File: src/tls_map.vh
// register map, field layout, reset values and timing constants of the torque stall supervisor
`ifndef TLS_MAP_VH
`define TLS_MAP_VH
`define TLS_ADDR_W 6
`define TLS_OFF_POS_BOUND 6'h00
`define TLS_OFF_NEG_BOUND 6'h04
`define TLS_OFF_MAIN_BOUND 6'h08
`define TLS_OFF_HALT_BOUND 6'h0c
`define TLS_OFF_CTRL 6'h10
`define TLS_OFF_STALL_TIME 6'h14
`define TLS_OFF_FINAL_POS 6'h18
`define TLS_OFF_FINAL_NEG 6'h1c
`define TLS_OFF_STATUS 6'h20
`define TLS_OFF_TIMER 6'h24
`define TLS_CTRL_MIRROR 0
`define TLS_CTRL_LIMTYPE 1
`define TLS_CTRL_TRIPCLR 2
`define TLS_POS_DEF 16'sd15000
`define TLS_NEG_DEF -16'sd15000
`define TLS_MAIN_DEF 16'sd15000
`define TLS_HALT_DEF 16'sd15000
`define TLS_BOUND_MAX 16'sd30000
`define TLS_BOUND_MIN -16'sd30000
`define TLS_STALL_DEF 16'd1200
`define TLS_STALL_MIN 16'd1
`define TLS_STALL_MAX 16'd30000
`define TLS_TICK_NS 100000000
`define TLS_CLK_NS 10
`endif

File: src/tls_supervisor.v
// torque limit combiner and stall trip timer with an AXI4-Lite register slave
// How it works
// stall time is programmable from 0.1 s to 3000.0 s in 0.1 s steps, default 120.0 s.
// the limit type bit selects torque compare (0, default) or current compare (1).
// in torque mode the trip rises once load stays above the torque bound beyond the stall time.
// in torque mode the timer returns to zero whenever load falls below the torque bound.
// in current mode the trip rises once current stays above its limit beyond the stall time.
// in current mode the timer returns to zero whenever current falls below its limit.
// torque above the final positive bound asks the speed loop to hold torque at that bound.
// torque below the final negative bound asks the speed loop to hold torque at that bound.
// final bounds are the tightest of the positive/negative settings, the main or halt bound in force and current limit action, readable back.
// positive and negative settings span -300.00 to 300.00 %, defaults 150.00 and -150.00 %.
// a symmetric main bound of 0.00 to 300.00 %, default 150.00 %, caps both directions.
// a quick halt bound of 0.00 to 300.00 %, default 150.00 %, replaces them during fast stop.
// when the mirror flag is set the negative setting follows the negated positive setting.
// the trip stays set until trip logic clears it, and the timer holds zero while stopped.
`timescale 1ns/100ps
`include "tls_map.vh"
module tls_supervisor #(
  parameter TICK_CYCLES = `TLS_TICK_NS / `TLS_CLK_NS
) (
  input wire mclk,
  input wire rstn,
  input wire [5:0] s_axi_awaddr,
  input wire s_axi_awvalid,
  output wire s_axi_awready,
  input wire [31:0] s_axi_wdata,
  input wire [3:0] s_axi_wstrb,
  input wire s_axi_wvalid,
  output wire s_axi_wready,
  output reg [1:0] s_axi_bresp,
  output reg s_axi_bvalid,
  input wire s_axi_bready,
  input wire [5:0] s_axi_araddr,
  input wire s_axi_arvalid,
  output wire s_axi_arready,
  output reg [31:0] s_axi_rdata,
  output reg [1:0] s_axi_rresp,
  output reg s_axi_rvalid,
  input wire s_axi_rready,
  input wire signed [15:0] estTorque,
  input wire signed [15:0] estLoad,
  input wire [15:0] measCurrent,
  input wire [15:0] currentLimit,
  input wire signed [15:0] currentBoundPos,
  input wire signed [15:0] currentBoundNeg,
  input wire quickHalt,
  input wire driveRunning,
  input wire tripClear,
  output reg stallTrip,
  output reg holdPos,
  output reg holdNeg,
  output reg signed [15:0] finalPositiveBound,
  output reg signed [15:0] finalNegativeBound
);
  // settings in 0.01 % of rated torque; stall time in 0.1 s units
  reg signed [15:0] positiveBoundSetting_r;
  reg signed [15:0] negativeBoundSetting_r;
  reg signed [15:0] symmetricMainBound_r;
  reg signed [15:0] quickHaltBound_r;
  reg mirrorBoundsFlag_r;
  reg limType_r;
  reg [15:0] stallTime_r;
  reg [15:0] stallTimer_r;
  reg [26:0] tickCnt_r;
  reg awHeld_r;
  reg wHeld_r;
  reg [5:0] awAddr_r;
  reg [31:0] wData_r;
  reg [3:0] wStrb_r;
  wire doWrite;
  wire signed [15:0] wVal;
  wire signed [15:0] negSetting;
  wire signed [15:0] mainCap;
  wire signed [15:0] posCand;
  wire signed [15:0] negCand;
  wire signed [15:0] posFinal;
  wire signed [15:0] negFinal;
  wire overBound;
  wire tick;

  function signed [15:0] clampS;
    input signed [15:0] v;
    input signed [15:0] lo;
    input signed [15:0] hi;
    begin
      if (v < lo) begin
        clampS = lo;
      end else if (v > hi) begin
        clampS = hi;
      end else begin
        clampS = v;
      end
    end
  endfunction

  function signed [15:0] minS;
    input signed [15:0] a;
    input signed [15:0] b;
    begin
      if (a < b) begin
        minS = a;
      end else begin
        minS = b;
      end
    end
  endfunction

  function signed [15:0] maxS;
    input signed [15:0] a;
    input signed [15:0] b;
    begin
      if (a > b) begin
        maxS = a;
      end else begin
        maxS = b;
      end
    end
  endfunction

  // write path: address and data may arrive in either order, one write in flight
  assign s_axi_awready = !awHeld_r && !s_axi_bvalid;
  assign s_axi_wready = !wHeld_r && !s_axi_bvalid;
  assign doWrite = awHeld_r && wHeld_r && !s_axi_bvalid;
  assign wVal = wData_r[15:0];
  assign s_axi_arready = !s_axi_rvalid;

  always @(posedge mclk or negedge rstn) begin
    if (!rstn) begin
      awHeld_r <= 1'b0;
      wHeld_r <= 1'b0;
      awAddr_r <= 6'h00;
      wData_r <= 32'h0000_0000;
      wStrb_r <= 4'h0;
      s_axi_bvalid <= 1'b0;
      s_axi_bresp <= 2'b00;
      positiveBoundSetting_r <= `TLS_POS_DEF;
      negativeBoundSetting_r <= `TLS_NEG_DEF;
      symmetricMainBound_r <= `TLS_MAIN_DEF;
      quickHaltBound_r <= `TLS_HALT_DEF;
      mirrorBoundsFlag_r <= 1'b0;
      limType_r <= 1'b0;
      stallTime_r <= `TLS_STALL_DEF;
    end else begin
      if (s_axi_awvalid && s_axi_awready) begin
        awHeld_r <= 1'b1;
        awAddr_r <= s_axi_awaddr;
      end
      if (s_axi_wvalid && s_axi_wready) begin
        wHeld_r <= 1'b1;
        wData_r <= s_axi_wdata;
        wStrb_r <= s_axi_wstrb;
      end
      if (s_axi_bvalid && s_axi_bready) begin
        s_axi_bvalid <= 1'b0;
      end
      if (doWrite) begin
        awHeld_r <= 1'b0;
        wHeld_r <= 1'b0;
        s_axi_bvalid <= 1'b1;
        s_axi_bresp <= 2'b00;
        // values are taken only when both low byte lanes are enabled
        if (wStrb_r[1:0] == 2'b11) begin
          case (awAddr_r)
            `TLS_OFF_POS_BOUND: begin
              positiveBoundSetting_r <= clampS(wVal, `TLS_BOUND_MIN, `TLS_BOUND_MAX);
            end
            `TLS_OFF_NEG_BOUND: begin
              negativeBoundSetting_r <= clampS(wVal, `TLS_BOUND_MIN, `TLS_BOUND_MAX);
            end
            `TLS_OFF_MAIN_BOUND: begin
              symmetricMainBound_r <= clampS(wVal, 16'sd0, `TLS_BOUND_MAX);
            end
            `TLS_OFF_HALT_BOUND: begin
              quickHaltBound_r <= clampS(wVal, 16'sd0, `TLS_BOUND_MAX);
            end
            `TLS_OFF_CTRL: begin
              mirrorBoundsFlag_r <= wData_r[`TLS_CTRL_MIRROR];
              limType_r <= wData_r[`TLS_CTRL_LIMTYPE];
            end
            `TLS_OFF_STALL_TIME: begin

              if (wData_r[15:0] < `TLS_STALL_MIN) begin
                stallTime_r <= `TLS_STALL_MIN;
              end else if (wData_r[15:0] > `TLS_STALL_MAX) begin
                stallTime_r <= `TLS_STALL_MAX;
              end else begin
                stallTime_r <= wData_r[15:0];
              end
            end
            default: begin
            end
          endcase
        end
        if (awAddr_r > `TLS_OFF_TIMER) begin
          s_axi_bresp <= 2'b10;
        end
      end
    end
  end

  // read path: one cycle after the address is taken
  always @(posedge mclk or negedge rstn) begin
    if (!rstn) begin
      s_axi_rvalid <= 1'b0;
      s_axi_rdata <= 32'h0000_0000;
      s_axi_rresp <= 2'b00;
    end else begin
      if (s_axi_rvalid && s_axi_rready) begin
        s_axi_rvalid <= 1'b0;
      end
      if (s_axi_arvalid && s_axi_arready) begin
        s_axi_rvalid <= 1'b1;
        s_axi_rresp <= 2'b00;
        // signed settings read back sign-extended so software sees plain 32-bit integers
        case (s_axi_araddr)
          `TLS_OFF_POS_BOUND: begin
            s_axi_rdata <= {{16{positiveBoundSetting_r[15]}}, positiveBoundSetting_r};
          end
          `TLS_OFF_NEG_BOUND: begin
            s_axi_rdata <= {{16{negSetting[15]}}, negSetting};
          end
          `TLS_OFF_MAIN_BOUND: begin
            s_axi_rdata <= {16'h0000, symmetricMainBound_r};
          end
          `TLS_OFF_HALT_BOUND: begin
            s_axi_rdata <= {16'h0000, quickHaltBound_r};
          end
          `TLS_OFF_CTRL: begin
            s_axi_rdata <= {30'h0, limType_r, mirrorBoundsFlag_r};
          end
          `TLS_OFF_STALL_TIME: begin
            s_axi_rdata <= {16'h0000, stallTime_r};
          end
          `TLS_OFF_FINAL_POS: begin
            s_axi_rdata <= {{16{finalPositiveBound[15]}}, finalPositiveBound};
          end
          `TLS_OFF_FINAL_NEG: begin
            s_axi_rdata <= {{16{finalNegativeBound[15]}}, finalNegativeBound};
          end
          `TLS_OFF_STATUS: begin
            s_axi_rdata <= {29'h0, holdNeg, holdPos, stallTrip};
          end
          `TLS_OFF_TIMER: begin
            s_axi_rdata <= {16'h0000, stallTimer_r};
          end
          // unaligned and unmapped offsets answer with a slave error
          default: begin
            s_axi_rdata <= 32'h0000_0000;
            s_axi_rresp <= 2'b10;
          end
        endcase
      end
    end
  end

  // limit combination; main and halt bounds are magnitudes applied in both directions
  assign negSetting = mirrorBoundsFlag_r ? -positiveBoundSetting_r : negativeBoundSetting_r;
  assign mainCap = quickHalt ? quickHaltBound_r : symmetricMainBound_r;
  assign posCand = minS(positiveBoundSetting_r, mainCap);
  assign negCand = maxS(negSetting, -mainCap);
  assign posFinal = minS(posCand, currentBoundPos);
  assign negFinal = maxS(negCand, currentBoundNeg);

  // 0.1 s tick for the stall timer; the tick grid runs free, so a trip may land
  // up to one tick later than the programmed time
  assign tick = (tickCnt_r == TICK_CYCLES - 1);
  // compare against the active bound; exact equality counts as not exceeding
  assign overBound = limType_r ? (measCurrent > currentLimit) : (estLoad > posFinal);

  always @(posedge mclk or negedge rstn) begin
    if (!rstn) begin
      tickCnt_r <= 27'd0;
      stallTimer_r <= 16'd0;
      stallTrip <= 1'b0;
      holdPos <= 1'b0;
      holdNeg <= 1'b0;
      finalPositiveBound <= `TLS_POS_DEF;
      finalNegativeBound <= `TLS_NEG_DEF;
    end else begin
      finalPositiveBound <= posFinal;
      finalNegativeBound <= negFinal;
      holdPos <= (estTorque > posFinal);
      holdNeg <= (estTorque < negFinal);
      tickCnt_r <= tick ? 27'd0 : tickCnt_r + 27'd1;
      if (!driveRunning || !overBound) begin

        stallTimer_r <= 16'd0;
      end else if (tick && stallTimer_r != 16'hffff) begin
        stallTimer_r <= stallTimer_r + 16'd1;
      end
      // a new stall in the clearing cycle wins over the clear
      if (driveRunning && overBound && stallTimer_r > stallTime_r) begin
        stallTrip <= 1'b1;
      end else if (tripClear) begin
        stallTrip <= 1'b0;
      end
    end
  end
endmodule

File: config.mk
export PLATFORM = sky130hd
export DESIGN_NAME = tls_supervisor
export DESIGN_NICKNAME = d
export VERILOG_FILES = /design/src/tls_supervisor.v
export VERILOG_INCLUDE_DIRS = /design/src /design/src/src
export SDC_FILE = /design/constraint.sdc
export NUM_CORES = 1
export LEC_CHECK = 0
export BUFFER_PORTS_ARGS = -buffer_cell sky130_fd_sc_hd__buf_4
export CORE_UTILIZATION = 56
export CTS_CLUSTER_DIAMETER = 200
export CTS_CLUSTER_SIZE = 40
export DETAILED_ROUTE_END_ITERATION = 8
export GPL_TIMING_DRIVEN = 0
export HOLD_SLACK_MARGIN = 0.15
export PLACE_DENSITY_LB_ADDON = 0.05
export SLEW_MARGIN = 10
export SYNTH_ARGS = -nofsm -noshare
export SYNTH_HDL_FRONTEND = slang
export SYNTH_SLANG_ARGS = --single-unit
File: constraint.sdc
create_clock -name mclk -period 19.4 [get_ports mclk]
set_clock_uncertainty 0.05 [all_clocks]
set_input_delay 3.88 -clock mclk [delete_from_list [all_inputs] [get_ports mclk]]
set_output_delay 3.88 -clock mclk [all_outputs]
set_load 0.03 [all_outputs]
### Word-level counts from Yosys, hierarchy flattened

Index checks and enable logic that the tools add are counted.
W data, S select, Z words.

| word-level totals | value |
|---|---|
| output and inout port bits | 76 |
| bits of input ports | 154 |
| register bits after elaboration | 224 |

| cells by class | value |
|---|---|
| $add $sub $neg | 4 |
| $lt $le $gt $ge | 15 |
| multiplexer cells | 28 |
| equal/unequal tests | 17 |
| reduce and logical (&&, ||, !) cells | 34 |

Operators by type and width:

| cell | number |
|---|---|
| $pmux W32 S10 | 1 |
| $mux W16 | 13 |
| $gt A16 B16 Y1 | 6 |
| $lt A16 B16 Y1 | 3 |
| $eq A6 B5 Y1 const B | 6 |
| $lt A16 B1 Y1 const B | 2 |
| $neg A16 Y16 | 2 |
| $add A27 B1 Y27 const B | 1 |
| $eq A27 B24 Y1 const B | 1 |
| $mux W27 | 1 |
| $eq A6 B4 Y1 const B | 4 |
| $reduce_and A3 Y1 | 6 |
| $add A16 B1 Y16 const B | 1 |
| $gt A16 B15 Y1 const B | 1 |
| $gt A16 B16 Y1 const B | 1 |
| $lt A16 B16 Y1 const B | 1 |
| $ne A16 B16 Y1 const B | 1 |
| $eq A6 B3 Y1 const B | 2 |
| $eq A6 B6 Y1 const B | 2 |
| $logic_and A1 B1 Y1 | 12 |
| $logic_not A6 Y1 | 2 |
| $reduce_bool A2 Y1 | 6 |
| $mux W1 | 11 |
| $reduce_or A10 Y1 | 1 |
| 5 further kinds | 11 |

### Longest topological paths before layout

| logic depth | value |
|---|---|
| depth after elaboration | 10 |
| depth in mapped cells | 44 |
| mapped depth without buffers | 40 |

### Worst setup path after synthesis

No wires, ideal clock.

| path | value |
|---|---|
| path kind | input -> register |
| start point | in quickHalt |
| end point | reg stallTimer_r[0] |
| stages on the path | 36 |
| buffers on the path | 6 |
| setup time | 132 ps |
| arrival | 11,077 ps |
| slack | 8,141 ps |
| path through | clkbuf_1 > buf_6 > clkbuf_1 > mux2i_1 > ha_1 > a21o_1 > a21o_1 > a21oi_1 > o21ai_0 > o22ai_1 > clkbuf_1 > nand2_1 > o21ai_0 > ha_1 > a21o_1 > a21o_1 > a21oi_1 > nor4b_1 > nand3_1 > o21ai_0 > a41oi_1 > mux2i_1 > clkbuf_1 > mux2i_1 > ha_1 > a21o_1 > a21o_1 > a21oi_1 > nor2b_1 > o21ai_0 > o311ai_0 > a21oi_1 > a2111oi_0 > o21ai_1 > clkbuf_1 > nor2_1 |

| between the ends | value |
|---|---|
| longest elaborated chain between the ends | 10 |
| elaborated cells on any way between the ends | 11 |

RTL lines:

| what | line | source |
|---|---|---|
| start: declaration | tls_supervisor.v:47 | `input wire quickHalt,` |
| $mux W16 (*) | tls_supervisor.v:259 | `assign mainCap = quickHalt ? quickHaltBound_r : symmetricMainBound_r;` |
| $lt A16 B16 Y1 | tls_supervisor.v:101 | `if (a < b) begin` |
| $mux W16 (*) | tls_supervisor.v:101 |  |
| $lt A16 B16 Y1 | tls_supervisor.v:101 |  |
| $mux W16 (*) | tls_supervisor.v:101 |  |
| $gt A16 B16 Y1 (*) | tls_supervisor.v:269 | `assign overBound = limType_r ? (measCurrent > currentLimit) : (estLoad > posFinal);` |
| $mux W1 (*) | tls_supervisor.v:269 |  |
| $logic_not A1 Y1 (*) | tls_supervisor.v:286 | `if (!driveRunning \|\| !overBound) begin` |
| $logic_or A1 B1 Y1 (*) | tls_supervisor.v:286 |  |
| $mux W16 / $reduce_bool A2 Y1 (equally long branches) | - |  |
| end signal: assignment | tls_supervisor.v:290 | `stallTimer_r <= stallTimer_r + 16'd1;` |
| end: declaration | tls_supervisor.v:64 | `reg [15:0] stallTimer_r;` |

Every way passes the cells marked *; elsewhere a longest branch is shown, timed or not.
A chain may end at the register's enable or synchronous reset.

### Worst setup path after layout

| path | value |
|---|---|
| start point | in quickHalt |
| end point | reg stallTimer_r[5] |

The elaborated chain is that of the path after synthesis.

==> impl_results.md <==
- Switching share of power: a little under half
- CP Capture Type: register
- Cells after synthesis: 1544
- Reg area: roughly 5200 sq um
- Detail Route Antenna Nets: 0
- EDFF count, synth: 0
- Worst Setup SP: quickHalt
- Most common cell in the synthesized netlist: dfrtp_1
- Clock root buffer: clkbuf_16
- Reg-to-reg startpoint: quickHaltBound_r[9]
- Die area: roughly 26000 sq um
- Fin nets: 2063
- Post-CTS Setup Bufs: 0
- Most frequent CP cell: clkbuf_1
- Clk_lat worst skew: between 0.4 and 0.5 ns
- Fmax: approximately 0.076 GHz
- Synth area leader: dfrtp_1
- Fillers: 2103
- Net Sw Power: 0.902 mW
- Sink Count: 207
- Netlist cell types: between 60 and 70
- Worst-Margin Slew: about 1.1 ns
- Area of the multi-input gates: about 8300 sq um
- Core area: 25200 sq um
- # H-tree levels: 1
- VDD IR-drop max: 121 uV
- P per Cell Area: approximately 120 nW/um^2
- Final Cycle Share: 68.1%
- Ports: 230
- Synth Cell Area: 14400 sq um
- CP arrival: 13.59 ns
- Total Wirelength: 45500 um
- Detailed Route Iter0 Violations: 1086
- Routed via count: 12.6k
- TNS Setup: 0 ns
- CP peak stage delay: just over 0.9 ns
- Minimum clock period: 13.21 ns
- Leakage Power: roughly 8.2 nW
- CP Class: in2reg
- Final setup fails: 0
- Worst Hold Launch: tickCnt_r[0]
- Top_reg_cell synth: dfrtp_1
- Max-slew headroom: 29.0%
- Max-cap violations: 0
- Clock slew seen by the registers of the worst setup and hold paths: around 0.14 ns
- Largest net degree at the start of global routing: 96
- Most instantiated cells after synthesis: 161 x dfrtp_1, 144 x ha_1, 141 x nand2_1
- Final Slew Violations: 0
- GRT overflow: 0
- Routed vias/inst: 5.99
- Crit Path Max Fanout: 10
- Yosys reg bits: 207
- Logic pwr share: 55.8%
- CTS buffer count: 9
- Sequential share of the synthesized area: 36.4%
- Die H: 162 um
- Status: completed
- Diode count: 0
- First-pass GRT wire length: 69800 um
- # rows: 58
- Synth area leaders: dfrtp_1 28%, ha_1 13%, dfstp_2 8.4%, mux2_2 6.6%, mux2i_1 5.5%
- Syn. warnings: 0
- DRT Pass-1 Iters: 5
- Antenna violations before repair: 0
- Ratio of cells with drive above 1 in the final layout: 21.9%
- RSZ-0062 raised after global routing: false
- # hold bufs at CTS: 0
- Req. time, crit path: 19.77 ns
- Count of final hold-check violations: 0
- DR WL/cell: around 22 um
- Asr flop ratio synth: 100%
- CTS tree: yes
- Min-Delay Path Class: reg2reg
- Reg power frac: approximately 33%
- Final core utilization: between 60% and 70%
- Synth-to-layout area growth: 16.0%
- Slowest CP cell: a2111oi_1
- Die X: 162 um
- Post-CTS Resized: 0
- Global placement routability congestion: 1.02
- Yosys top cell area share: 28.0%
- Number of flip-flops in the largest register: 27
- Detailed Place HPWL: 37600 um
- Clock power frac: 11.5%
- IO buf count: 207
- Clock Path Buffers: 3
- Overall Global Routing Usage: about a third
- Via count of the first global-routing pass: 12.1k
- Avg Inst Size Synth: between 9 and 10 sq um
- Initial Util: 57.1%
- Most flop-heavy register: tickCnt_r
- Top flop regs: tickCnt_r x27, s_axi_rdata x17
- P_int: 1.07 mW
- DRC: 0
- Critical path startpoint category: input pin
-- power by group through the flow --
stage               logic, mW  clock network [mW]  registers, mW
detailed placement       1.08                   0          0.649
finish                   1.10               0.227          0.647
floorplan               0.719                   0          0.651
global route             1.22               0.246          0.652
CTS                      1.09               0.233          0.641
global placement         1.06                   0          0.648
-- layout by cell type, fill, tap and decap left out, types with 22 or more instances in the layout --
master    instances
buf_4           225
dfrtp_1         161
ha_1            144
nand2_1         141
nor2_1          123
o21ai_0         120
inv_1           116
mux2_2           84
mux2i_1          79
a21oi_1          63
clkbuf_1         48
dfstp_2          46
xnor2_1          41
nand3_1          35
a21o_1           34
nand4_1          32
xor2_1           24
nor3_1           22
-- stage by stage --
step | power, mW | cells | setup WS (ns) | hold WS (ns) | area, sq um
floorplan | 1.37 | 1545 | 8.14 | 0.383 | 14400
global placement | 1.70 | 2082 | 5.64 | 0.396 | 16300
detailed placement | 1.73 | 2084 | 5.85 | 0.409 | 16400
CTS | 1.96 | 2096 | 6.35 | 0.427 | 16700
global route | 2.11 | 2096 | 5.44 | 0.450 | 16700
finish | 1.97 | 2096 | 6.19 | 0.425 | 16700
-- per-layer routing --
layer / GRT usage [%] / vias to the layer above / share of wire (%)
met2: 56.8 / 542 / 45
met5: 0 / - / 0
met4: 12.4 / 0 / 3.8
li1: - / 5912 / -
met1: 48.1 / 6002 / 44
met3: 3.88 / 97 / 7.4
-- worst max-delay path, delay by kind of cell --
family	cells	cell delay, ns
fa+ha+maj	3	1.10
buf+inv	6	2.46
compound gates	17	3.83
simple gates	7	1.13
mux	3	1.18
-- kinds of logic (layout without fill, tap and decap cells) --
group,after synthesis,in the layout,synth area share (%)
compound gates,320,320,13.8
xor+xnor,65,65,3.96
fa+ha+maj,144,144,12.5
buf+inv,188,409,5.73
flops,207,207,36.4
mux,165,165,12.3
other cells,1,2,0.0261
simple gates,454,454,15.2
-- cell type report --
type	count	area share (%)
Clock buffer	11	1.39
Buffer	72	2.33
Sequential cell	207	31.4
Clock inverter	1	0.180
Timing Repair Buffer	209	9.69
Multi-Input combinational cell	1150	49.9
Inverter	116	2.61
Tap cell	330	2.47
-- worst paths after layout --
kind / end / slack (ns) / depth (start not counted)
worst max register to register: stallTimer_r[5] / 10.16 / 34
worst min register to register: tickCnt_r[0] / 0.42 / 1
max in group asynchronous: quickHaltBound_r[3] / 15.26 / 2
worst min-delay path: tickCnt_r[0] / 0.42 / 1
min in group asynchronous: holdNeg / 3.20 / 1
worst max-delay path: stallTimer_r[5] / 6.19 / 36
Power figures use the tool's default switching activity.
